`src/hdl/spmc_regs.svh`:
```
// Constants for the scan pin mode control block.
`ifndef SPMC_REGS_SVH
`define SPMC_REGS_SVH

// Width of the pin synchroniser vector and the slot of each pin in it.
`define SPMC_SYNC_W 5
`define SPMC_SYNC_TCK 0
`define SPMC_SYNC_TMS 1
`define SPMC_SYNC_TDI 2
`define SPMC_SYNC_TDO 3
`define SPMC_SYNC_TRST 4

// Reset value of the synchroniser; pulled-up pins read high, TCK idles low.
// A high TCK reset value would show a false rise on the first edge after reset.
`define SPMC_SYNC_RST 5'h1E

// Width of the encoded TAP state.
`define SPMC_STATE_W 4

// Levels used for pins and enables.
`define SPMC_LO 1'b0
`define SPMC_HI 1'b1

`endif

```
`src/hdl/spmc_pkg.sv`:
```
// Types shared by the scan pin mode control block.
package spmc_pkg;

  // TAP controller states, Gray coded along the data and instruction paths.
  typedef enum logic [3:0] {
    SPMC_TLR = 4'h0,
    SPMC_RTI = 4'h1,
    SPMC_SEL_DR = 4'h3,
    SPMC_CAP_DR = 4'h2,
    SPMC_SH_DR = 4'h6,
    SPMC_EX1_DR = 4'h7,
    SPMC_PAU_DR = 4'h5,
    SPMC_EX2_DR = 4'h4,
    SPMC_UPD_DR = 4'hC,
    SPMC_SEL_IR = 4'hD,
    SPMC_CAP_IR = 4'hF,
    SPMC_SH_IR = 4'hE,
    SPMC_EX1_IR = 4'hA,
    SPMC_PAU_IR = 4'hB,
    SPMC_EX2_IR = 4'h9,
    SPMC_UPD_IR = 4'h8
  } spmc_state_t;

endpackage

```
`src/hdl/spmc_tap.sv`:
```
// Sixteen-state TAP controller stepped by sampled TCK rising edges.
`timescale 1ns/1ps
`default_nettype none

module spmc_tap (
  input wire logic ref_clk_i,
  input wire logic reset_i,
  input wire logic force_tlr_i,
  input wire logic tck_rise_i,
  input wire logic tms_i,
  output var spmc_pkg::spmc_state_t state_o
);

  spmc_pkg::spmc_state_t next_state;
  spmc_pkg::spmc_state_t stepped;

  // Standard transition diagram.
  always_comb begin
    stepped = state_o;
    unique case (state_o)
      spmc_pkg::SPMC_TLR: stepped = tms_i ? spmc_pkg::SPMC_TLR : spmc_pkg::SPMC_RTI;
      spmc_pkg::SPMC_RTI: stepped = tms_i ? spmc_pkg::SPMC_SEL_DR : spmc_pkg::SPMC_RTI;
      spmc_pkg::SPMC_SEL_DR: stepped = tms_i ? spmc_pkg::SPMC_SEL_IR : spmc_pkg::SPMC_CAP_DR;
      spmc_pkg::SPMC_CAP_DR: stepped = tms_i ? spmc_pkg::SPMC_EX1_DR : spmc_pkg::SPMC_SH_DR;
      spmc_pkg::SPMC_SH_DR: stepped = tms_i ? spmc_pkg::SPMC_EX1_DR : spmc_pkg::SPMC_SH_DR;
      spmc_pkg::SPMC_EX1_DR: stepped = tms_i ? spmc_pkg::SPMC_UPD_DR : spmc_pkg::SPMC_PAU_DR;
      spmc_pkg::SPMC_PAU_DR: stepped = tms_i ? spmc_pkg::SPMC_EX2_DR : spmc_pkg::SPMC_PAU_DR;
      spmc_pkg::SPMC_EX2_DR: stepped = tms_i ? spmc_pkg::SPMC_UPD_DR : spmc_pkg::SPMC_SH_DR;
      spmc_pkg::SPMC_UPD_DR: stepped = tms_i ? spmc_pkg::SPMC_SEL_DR : spmc_pkg::SPMC_RTI;
      spmc_pkg::SPMC_SEL_IR: stepped = tms_i ? spmc_pkg::SPMC_TLR : spmc_pkg::SPMC_CAP_IR;
      spmc_pkg::SPMC_CAP_IR: stepped = tms_i ? spmc_pkg::SPMC_EX1_IR : spmc_pkg::SPMC_SH_IR;
      spmc_pkg::SPMC_SH_IR: stepped = tms_i ? spmc_pkg::SPMC_EX1_IR : spmc_pkg::SPMC_SH_IR;
      spmc_pkg::SPMC_EX1_IR: stepped = tms_i ? spmc_pkg::SPMC_UPD_IR : spmc_pkg::SPMC_PAU_IR;
      spmc_pkg::SPMC_PAU_IR: stepped = tms_i ? spmc_pkg::SPMC_EX2_IR : spmc_pkg::SPMC_PAU_IR;
      spmc_pkg::SPMC_EX2_IR: stepped = tms_i ? spmc_pkg::SPMC_UPD_IR : spmc_pkg::SPMC_SH_IR;
      spmc_pkg::SPMC_UPD_IR: stepped = tms_i ? spmc_pkg::SPMC_SEL_DR : spmc_pkg::SPMC_RTI;
    endcase
  end

  // The state only moves on a sampled TCK rise; a forced reset overrides it.
  always_comb begin
    next_state = state_o;
    if (force_tlr_i) begin
      next_state = spmc_pkg::SPMC_TLR;
    end else if (tck_rise_i) begin
      next_state = stepped;
    end
  end

  // Reset enters Test-Logic-Reset.
  always_ff @(posedge ref_clk_i) begin
    if (reset_i) begin
      state_o <= spmc_pkg::SPMC_TLR;
    end else begin
      state_o <= next_state;
    end
  end

endmodule

`default_nettype wire

```
`src/hdl/spmc_top.sv`:
```
// Scan pin mode control: hands TDI, TCK, TDO and TRST to user logic or the scan port.
// What this block does
// Dedicated mode keeps user logic off scan pins.
// Dedicated mode enables TMS and TDI pull-ups.
// Flexible mode: pins shared, chosen by TAP state.
// Flexible mode applies no TMS, TDI pull-ups.
// TAP starts in Test-Logic-Reset after reset.
// Test-Logic-Reset in flexible mode gives pins to user logic.
// TCK rise with TMS low claims pins.
// Tester holds TMS high five cycles to release.
// Reserved TRST is scan reset with pull-up.
// Board holds TRST low in normal operation.
// Unreserved TRST is user I/O, else tristated.
// TMS is never user I/O.
// Select muxes input, output and enable per pin.
// TAP follows standard sixteen-state diagram.
`timescale 1ns/1ps
`default_nettype none

`include "spmc_regs.svh"

module spmc_top (
  input wire logic ref_clk_i,
  input wire logic reset_i,
  // Configuration straps, caught while reset is held.
  input wire logic cfg_dedicated_i,
  input wire logic cfg_trst_reserved_i,
  // Scan pins as seen at the pads.
  input wire logic tck_pin_i,
  output logic tck_pin_o,
  output logic tck_pin_oe_o,
  input wire logic tms_pin_i,
  input wire logic tdi_pin_i,
  output logic tdi_pin_o,
  output logic tdi_pin_oe_o,
  input wire logic tdo_pin_i,
  output logic tdo_pin_o,
  output logic tdo_pin_oe_o,
  input wire logic trst_pin_i,
  output logic trst_pin_o,
  output logic trst_pin_oe_o,
  // Internal pull-up enables.
  output logic tms_pullup_o,
  output logic tdi_pullup_o,
  output logic trst_pullup_o,
  // User logic side of the shared pins.
  output logic user_tck_o,
  input wire logic user_tck_i,
  input wire logic user_tck_oe_i,
  output logic user_tdi_o,
  input wire logic user_tdi_i,
  input wire logic user_tdi_oe_i,
  output logic user_tdo_o,
  input wire logic user_tdo_i,
  input wire logic user_tdo_oe_i,
  output logic user_trst_o,
  input wire logic user_trst_used_i,
  input wire logic user_trst_i,
  input wire logic user_trst_oe_i,
  // Scan port side.
  input wire logic scan_tdo_i,
  output logic scan_tdi_o,
  output logic scan_tck_rise_o,
  output logic scan_tck_fall_o,
  output logic scan_owns_o,
  output var spmc_pkg::spmc_state_t tap_state_o
);

  logic [`SPMC_SYNC_W-1:0] sync_meta;
  logic [`SPMC_SYNC_W-1:0] sync_pins;
  logic tck_prev;
  logic dedicated;
  logic trst_reserved;
  logic tdo_shift;
  spmc_pkg::spmc_state_t tap_state;

  wire logic [`SPMC_SYNC_W-1:0] raw_pins = {trst_pin_i, tdo_pin_i, tdi_pin_i, tms_pin_i, tck_pin_i};
  wire logic s_tck = sync_pins[`SPMC_SYNC_TCK];
  wire logic s_tms = sync_pins[`SPMC_SYNC_TMS];
  wire logic s_tdi = sync_pins[`SPMC_SYNC_TDI];
  wire logic s_tdo = sync_pins[`SPMC_SYNC_TDO];
  wire logic s_trst = sync_pins[`SPMC_SYNC_TRST];

  // Every pin passes two flops; only the second stage is read anywhere.
  always_ff @(posedge ref_clk_i) begin
    if (reset_i) begin
      sync_meta <= `SPMC_SYNC_RST;
      sync_pins <= `SPMC_SYNC_RST;
    end else begin
      sync_meta <= raw_pins;
      sync_pins <= sync_meta;
    end
  end

  // Straps are sampled while reset is held, so a mode change needs a fresh reset.
  always_ff @(posedge ref_clk_i) begin
    if (reset_i) begin
      dedicated <= cfg_dedicated_i;
      trst_reserved <= cfg_trst_reserved_i;
    end
  end

  // TCK edge detection on the synchronised level; TCK must stay well below ref_clk/4.
  always_ff @(posedge ref_clk_i) begin
    if (reset_i) begin
      tck_prev <= `SPMC_LO;
    end else begin
      tck_prev <= s_tck;
    end
  end

  wire logic tck_rise = s_tck & ~tck_prev;
  wire logic tck_fall = ~s_tck & tck_prev;

  // Reserved TRST low holds the controller in Test-Logic-Reset.
  wire logic force_tlr = trst_reserved & ~s_trst;

  // TMS low at TCK rise moves the controller out of Test-Logic-Reset.
  // Five TMS-high rises always walk back to Test-Logic-Reset.
  // TMS feeds only the controller.
  spmc_tap u_tap (
    .ref_clk_i(ref_clk_i),
    .reset_i(reset_i),
    .force_tlr_i(force_tlr),
    .tck_rise_i(tck_rise),
    .tms_i(s_tms),
    .state_o(tap_state)
  );

  // Ownership select from mode and state.
  // Test-Logic-Reset in flexible mode gives pins to user logic.
  wire logic owns = dedicated | (tap_state != spmc_pkg::SPMC_TLR);

  // While the scan port owns the pins, TDO drives only while shifting, as a scan output should.
  wire logic shifting = (tap_state == spmc_pkg::SPMC_SH_DR) |
                        (tap_state == spmc_pkg::SPMC_SH_IR);

  // Scan TDO data changes on the falling TCK edge to give the tester a full half period.
  always_ff @(posedge ref_clk_i) begin
    if (reset_i) begin
      tdo_shift <= `SPMC_LO;
    end else if (tck_fall) begin
      tdo_shift <= scan_tdo_i;
    end
  end

  // User paths are cut whenever the scan port owns the pins.
  // Each shared pin muxes input, output value and enable.
  wire logic next_tck_oe = owns ? `SPMC_LO : user_tck_oe_i;
  wire logic next_tck_o = owns ? `SPMC_LO : user_tck_i;
  wire logic next_tdi_oe = owns ? `SPMC_LO : user_tdi_oe_i;
  wire logic next_tdi_o = owns ? `SPMC_LO : user_tdi_i;
  wire logic next_tdo_oe = owns ? shifting : user_tdo_oe_i;
  wire logic next_tdo_o = owns ? tdo_shift : user_tdo_i;
  wire logic next_user_tck = owns ? `SPMC_LO : s_tck;
  wire logic next_user_tdi = owns ? `SPMC_LO : s_tdi;
  wire logic next_user_tdo = owns ? `SPMC_LO : s_tdo;

  // Unreserved TRST is user I/O; an unused one stays tristated.
  wire logic trst_user = ~trst_reserved;
  wire logic next_trst_oe = trst_user & user_trst_used_i & user_trst_oe_i;
  wire logic next_trst_o = trst_user & user_trst_used_i & user_trst_i;
  wire logic next_user_trst = trst_user & s_trst;

  // Pull-ups on TMS and TDI only in dedicated mode.
  // Flexible mode leaves them off.
  wire logic next_pull = dedicated;

  // Reserved TRST keeps its pull-up on.
  wire logic next_trst_pull = trst_reserved;

  // Registered pad drives; pins settle one ref_clk after ownership changes.
  always_ff @(posedge ref_clk_i) begin
    if (reset_i) begin
      tck_pin_o <= `SPMC_LO;
      tck_pin_oe_o <= `SPMC_LO;
      tdi_pin_o <= `SPMC_LO;
      tdi_pin_oe_o <= `SPMC_LO;
      tdo_pin_o <= `SPMC_LO;
      tdo_pin_oe_o <= `SPMC_LO;
      trst_pin_o <= `SPMC_LO;
      trst_pin_oe_o <= `SPMC_LO;
    end else begin
      tck_pin_o <= next_tck_o;
      tck_pin_oe_o <= next_tck_oe;
      tdi_pin_o <= next_tdi_o;
      tdi_pin_oe_o <= next_tdi_oe;
      tdo_pin_o <= next_tdo_o;
      tdo_pin_oe_o <= next_tdo_oe;
      trst_pin_o <= next_trst_o;
      trst_pin_oe_o <= next_trst_oe;
    end
  end

  // Registered pull-up enables and user-side inputs.
  always_ff @(posedge ref_clk_i) begin
    if (reset_i) begin
      tms_pullup_o <= `SPMC_LO;
      tdi_pullup_o <= `SPMC_LO;
      trst_pullup_o <= `SPMC_LO;
      user_tck_o <= `SPMC_LO;
      user_tdi_o <= `SPMC_LO;
      user_tdo_o <= `SPMC_LO;
      user_trst_o <= `SPMC_LO;
    end else begin
      tms_pullup_o <= next_pull;
      tdi_pullup_o <= next_pull;
      trst_pullup_o <= next_trst_pull;
      user_tck_o <= next_user_tck;
      user_tdi_o <= next_user_tdi;
      user_tdo_o <= next_user_tdo;
      user_trst_o <= next_user_trst;
    end
  end

  // Registered scan-side view; strobes are one ref_clk wide.
  always_ff @(posedge ref_clk_i) begin
    if (reset_i) begin
      scan_tdi_o <= `SPMC_LO;
      scan_tck_rise_o <= `SPMC_LO;
      scan_tck_fall_o <= `SPMC_LO;
      scan_owns_o <= `SPMC_LO;
      tap_state_o <= spmc_pkg::SPMC_TLR;
    end else begin
      scan_tdi_o <= owns & s_tdi;
      scan_tck_rise_o <= owns & tck_rise;
      scan_tck_fall_o <= owns & tck_fall;
      scan_owns_o <= owns;
      tap_state_o <= tap_state;
    end
  end

endmodule

`default_nettype wire

```
`config.mk`:
```
export PLATFORM = sky130hd
export DESIGN_NAME = spmc_top
export DESIGN_NICKNAME = d
export VERILOG_FILES = /design/src/hdl/spmc_pkg.sv /design/src/hdl/spmc_tap.sv /design/src/hdl/spmc_top.sv
export VERILOG_INCLUDE_DIRS = /design/src /design/src/hdl
export SDC_FILE = /design/constraint.sdc
export NUM_CORES = 1
export LEC_CHECK = 0
export BUFFER_PORTS_ARGS = -buffer_cell sky130_fd_sc_hd__buf_2
export CAP_MARGIN = 10
export CORE_ASPECT_RATIO = 0.8
export CORE_UTILIZATION = 30
export DETAILED_ROUTE_END_ITERATION = 16
export GPL_ROUTABILITY_DRIVEN = 0
export SLEW_MARGIN = 0
export SYNTH_ARGS = -nofsm -noshare
export SYNTH_HDL_FRONTEND = slang
export SYNTH_SLANG_ARGS = --single-unit
```
`constraint.sdc`:
```
create_clock -name ref_clk_i -period 1.3 [get_ports ref_clk_i]
set_input_delay 0.195 -clock ref_clk_i [delete_from_list [all_inputs] [get_ports ref_clk_i]]
set_output_delay 0.195 -clock ref_clk_i [all_outputs]
set_load 0.02 [all_outputs]
```
* After elaboration in Yosys (flattened, before gate mapping)
Cells that the tools add are included.
** Word-level totals
- Word-level logic and storage cells :: 79
- Output and inout bits :: 23
- Bits in registers :: 40
- Input bits :: 19
** Cells by class
- Bitwise operators :: 16
- Reduce and logical (&&, ||, !) cells :: 7
- Muxes and demuxes :: 15
- Equality and inequality tests :: 15
** Operators with widths (number)
- $pmux 4 s12 :: 1
- $eq 4x4->1 const B :: 8
- $eq 4x3->1 const B :: 4
- $mux 4 :: 4
- $and 1x1->1 :: 10
- $eq 4x2->1 const B :: 2
- $reduce_or 2->1 :: 4
- $mux 2 :: 3
- $mux 3 :: 2
- $mux 1 :: 5
- $eq 4x1->1 const B :: 1
- $logic_not 4->1 :: 1
- $not 1->1 :: 4
- $reduce_bool 4->1 :: 1
- $reduce_or 3->1 :: 1
- $or 1x1->1 :: 2

* Logic depth before layout (Yosys ltp)
- Depth after elaboration :: 3
- Mapped depth :: 6
- Mapped depth without buffers :: 4

* By module
From an unflattened synthesis, not the netlist that was laid out.
** Unflattened totals
- Cells, all modules :: 129
- Area total of the unflattened synthesis :: 1432.6 µm²
** Modules (own cells, without submodules)
- spmc_top :: area an instance 1052.3 µm², cells an instance 81, times used 1
- spmc_tap :: area an instance 380.4 µm², cells an instance 48, times used 1

* Worst setup path after synthesis
No wires, ideal clock.
- Path kind :: register -> register
- From :: register u_tap.state_o[1]
- To :: register tdo_pin_o
- Stages on the path, launching flop included :: 5
- Library setup time :: 0.125 ns
- Data arrival time :: 1.233 ns
- Setup slack :: -0.058 ns
- Cell sequence :: dfxtp_1 > or4_4 > nor2_4 > mux2i_1 > nor2_1
** Between the ends
- Word-level cells in the longest chain between the ends :: 3
** Ends and longest elaborated chain
- start: declaration :: line spmc_tap.sv:11 : output var spmc_pkg::spmc_state_t state_o
- start signal: assignment :: line spmc_tap.sv:53 : state_o <= spmc_pkg::SPMC_TLR;
- start signal: assignment :: line spmc_tap.sv:55 : state_o <= next_state;
- $reduce_bool 4->1 :: line spmc_top.sv:132 : wire logic owns = dedicated | (tap_state != spmc_pkg::SPMC_TLR);
- $or 1x1->1 :: line spmc_top.sv:132
- $mux 1 :: line spmc_top.sv:154 : wire logic next_tdo_o = owns ? tdo_shift : user_tdo_i;
- end signal: assignment :: line spmc_top.sv:179 : tdo_pin_o <= `SPMC_LO;
- end signal: assignment :: line spmc_top.sv:188 : tdo_pin_o <= next_tdo_o;
- end: declaration :: line spmc_top.sv:37 : output logic tdo_pin_o,
No other way between the ends.
A chain may end at the register's enable or synchronous reset.

* Worst setup path after layout
Same ends and word-level chain as after synthesis.

==> results.sh <==
export IMPL_outcome="finished with violations"
export IMPL_violations="setup timing"
export IMPL_cts_hold_buf=0
export IMPL_ir_drop_v=0.0007078
export IMPL_io_buffers=41
export IMPL_multiInputGateArea_um2=579.3
export IMPL_period_share=1.045
export IMPL_grt_use_total=0.1213
export IMPL_rows=21
export IMPL_regArea_um2=823.3
export IMPL_synthesis_area_um2=1414
export IMPL_postCtsSetupBuffers=0
export IMPL_ant_nets=0
export IMPL_critPathKind="flip-flop to flip-flop"
export IMPL_cts_max_path_buffers=2
export IMPL_core_region_area_um2=4362
export IMPL_cts_buffers=5
export IMPL_nets=204
export IMPL_firstDrtPassIters=3
export IMPL_clkSinkCount=40
export IMPL_htreeDepth=2
export IMPL_dieArea_um2=4993
export IMPL_worstRegToRegCells=4
export IMPL_final_cell_mix="buf_2 (41), dfxtp_1 (36), nor2b_1 (12)"
export IMPL_ys_flop_type="dfxtp_1"
export IMPL_route_vias_total=1105
export IMPL_drv_slew=0
export IMPL_cp_arrival_ns=1.54
export IMPL_grt_pass1_wl_mm=4.650
export IMPL_dr_first_iter_drc_count=68
export IMPL_clockRootBuffer="clkbuf_8"
export IMPL_initial_core_util=0.3242
export IMPL_p_sw_frac=0.1913
export IMPL_p_clk_frac=0.466
export IMPL_grt_start_max_net_pins=17
export IMPL_p_int_mw=2.254
export IMPL_finClkSkew_ns=0.006502
export IMPL_grt_ovfl_total=0
export IMPL_ys_ff_latch=40
export IMPL_antenna_found_initial=0
export IMPL_syn_nets=154
export IMPL_syn_area_per_cell_um2=10.47
export IMPL_critical_path_required_ns=1.48
export IMPL_finalWorstPathRequiredPeriod_ns=1.358
export IMPL_drive_gt1_frac=0.4301
export IMPL_area_growth_pct=36.28
export IMPL_syn_inst=135
export IMPL_io_pins=42
export IMPL_postLayoutCoreUtil=0.4418
export IMPL_powerDensity_nw_per_um2=1447
export IMPL_synth_edf_count=2
export IMPL_yosysWarnings=0
export IMPL_fmax_mhz=736.5
export IMPL_relSlewSlack=0.8064
export IMPL_route_detailed_drc=0
export IMPL_cp_end_kind="flip-flop"
export IMPL_grt_pass1_vias=1053
export IMPL_grt_setup_unrepaired="true"
export IMPL_crit_fanout=3
export IMPL_min_path_cells=1
export IMPL_clk_pin_slew_ns=0.08
export IMPL_die_width_um=78.76
export IMPL_n_fill_cell=445
export IMPL_power_net_switching_uw=533.3
export IMPL_insertion_delay_ns=0.29
export IMPL_p_seq_frac=0.467
export IMPL_hold_path_class="input port to flip-flop"
export IMPL_hold_viol_final=0
export IMPL_drv_cap=0
export IMPL_wl_per_cell_um=11.62
export IMPL_layout_commonest_cell="buf_2"
export IMPL_worst_pin_slew_ns=0.2904
export IMPL_synth_cell_types=35
export IMPL_wirelength_mm=2.824
export IMPL_die_y_um=63.40
export IMPL_worst_slack_ns=-0.05786
export IMPL_synth_yosys_seq_area_share=0.5805
export IMPL_ys_async_sr_fraction=0
export IMPL_diodes=0
export IMPL_via_per_inst=4.547
export IMPL_p_leak_nw=0.8384
export IMPL_final_setup_viol_count=11
export IMPL_cts_tree="yes"
export IMPL_dp_hpwl_mm=2.034
export IMPL_combPwrFrac=0.067
export IMPL_setup_tns_ns=-0.4117
export IMPL_startpoint_type="flip-flop"
synthesized netlist by cell type, types with 2 or more instances:
| cell | instances | area (um^2) |
|---|---|---|
| nand3_1 | 3 | 15.01 |
| dfxtp_1 | 38 | 760.7 |
| a21oi_1 | 3 | 15.01 |
| and2_1 | 10 | 62.56 |
| nor2_1 | 10 | 37.54 |
| mux2i_1 | 3 | 30.03 |
| a311oi_1 | 2 | 17.52 |
| nor3_1 | 3 | 15.01 |
| o21ai_0 | 8 | 40.04 |
| or2_2 | 8 | 50.05 |
| nor3b_1 | 3 | 22.52 |
| nand2b_1 | 2 | 12.51 |
| inv_1 | 2 | 7.510 |
| nor2b_1 | 12 | 75.07 |
| edfxtp_1 | 2 | 60.06 |
| clkbuf_1 | 6 | 22.52 |
| nor4bb_1 | 2 | 20.02 |
what timing repair did:
action	CTS	global route
hold endpoints to repair	0	0
pin swaps	2	4
resized for setup	2	9
endpoints found under the setup margin	13	15
cloned	0	0
worst paths after layout:
| check | end | from | slack, ns |
|---|---|---|---|
| worst max-delay path | tdo_pin_o$_SDFF_PP0_ | u_tap.state_o[1]$_SDFFE_PP0P_ | -0.06 |
| worst min-delay path | next_trst_pull$_DFFE_PP_ | cfg_trst_reserved_i | 0.08 |
| worst max register to register | tdo_pin_o$_SDFF_PP0_ | u_tap.state_o[1]$_SDFFE_PP0P_ | -0.06 |
| worst min register to register | sync_pins[4]$_SDFF_PP1_ | sync_meta[4]$_SDFF_PP1_ | 0.41 |
critical path: stages (launching register included):
cell     delay [ns]
dfxtp_1        0.31
or4_4          0.58
nor2_4         0.13
mux2i_1        0.18
nor2_1         0.05
cell families (layout without fill, tap and decap cells):
group / Yosys count / in the layout / synth area share
compound gates: 19 / 19 / 0.08939
buf+inv: 11 / 62 / 0.03274
flops: 40 / 40 / 0.5805
mux: 3 / 3 / 0.02124
simple gates: 62 / 62 / 0.2761
per-layer routing:
metal	vias up	global-route usage	routed length (um)
met4	0	0.04861	31
li1	557	-	-
met2	34	0.1902	1304
met3	5	0.04203	181
met5	-	0	0
met1	509	0.1514	1306
area by class of cell:
class                      instances  area share
sequential                        40      0.4273
timing repair buffer              52      0.1513
tap                               57     0.03701
inverter                           2    0.003896
clock buffer                       6     0.04870
clock inverter                     2     0.03117
multi-input combinational         84      0.3006
per-stage QoR:
stage	setup WS [ns]	hold WS, ns	total power, mW	cell area [um^2]	std cells
finish	-0.05786	0.08321	2.787	1927	243
global route	-0.1303	0.07479	2.891	1927	243
CTS	-0.06853	0.06864	2.827	1894	243
detailed placement	-0.06562	0.3740	1.520	1734	235
global placement	-0.04430	0.3741	1.514	1734	235
floorplan	-0.05033	0.2725	1.433	1416	135
power groups by stage:
| stage | logic [mW] | clock network [mW] | registers, mW |
|---|---|---|---|
| global route | 0.205 | 1.38 | 1.31 |
| floorplan | 0.0687 | 0 | 1.36 |
| finish | 0.187 | 1.30 | 1.30 |
| global placement | 0.184 | 0 | 1.33 |
| detailed placement | 0.188 | 0 | 1.33 |
| CTS | 0.189 | 1.34 | 1.30 |
sequential cells by signal, indices dropped and copies added, names as in the netlist, 4 cells and up:
register and flops:
sync_pins 5, u_tap.state_o 4, tap_state_o 4, sync_meta 5
No activity file was read; power rests on OpenSTA's default activity.
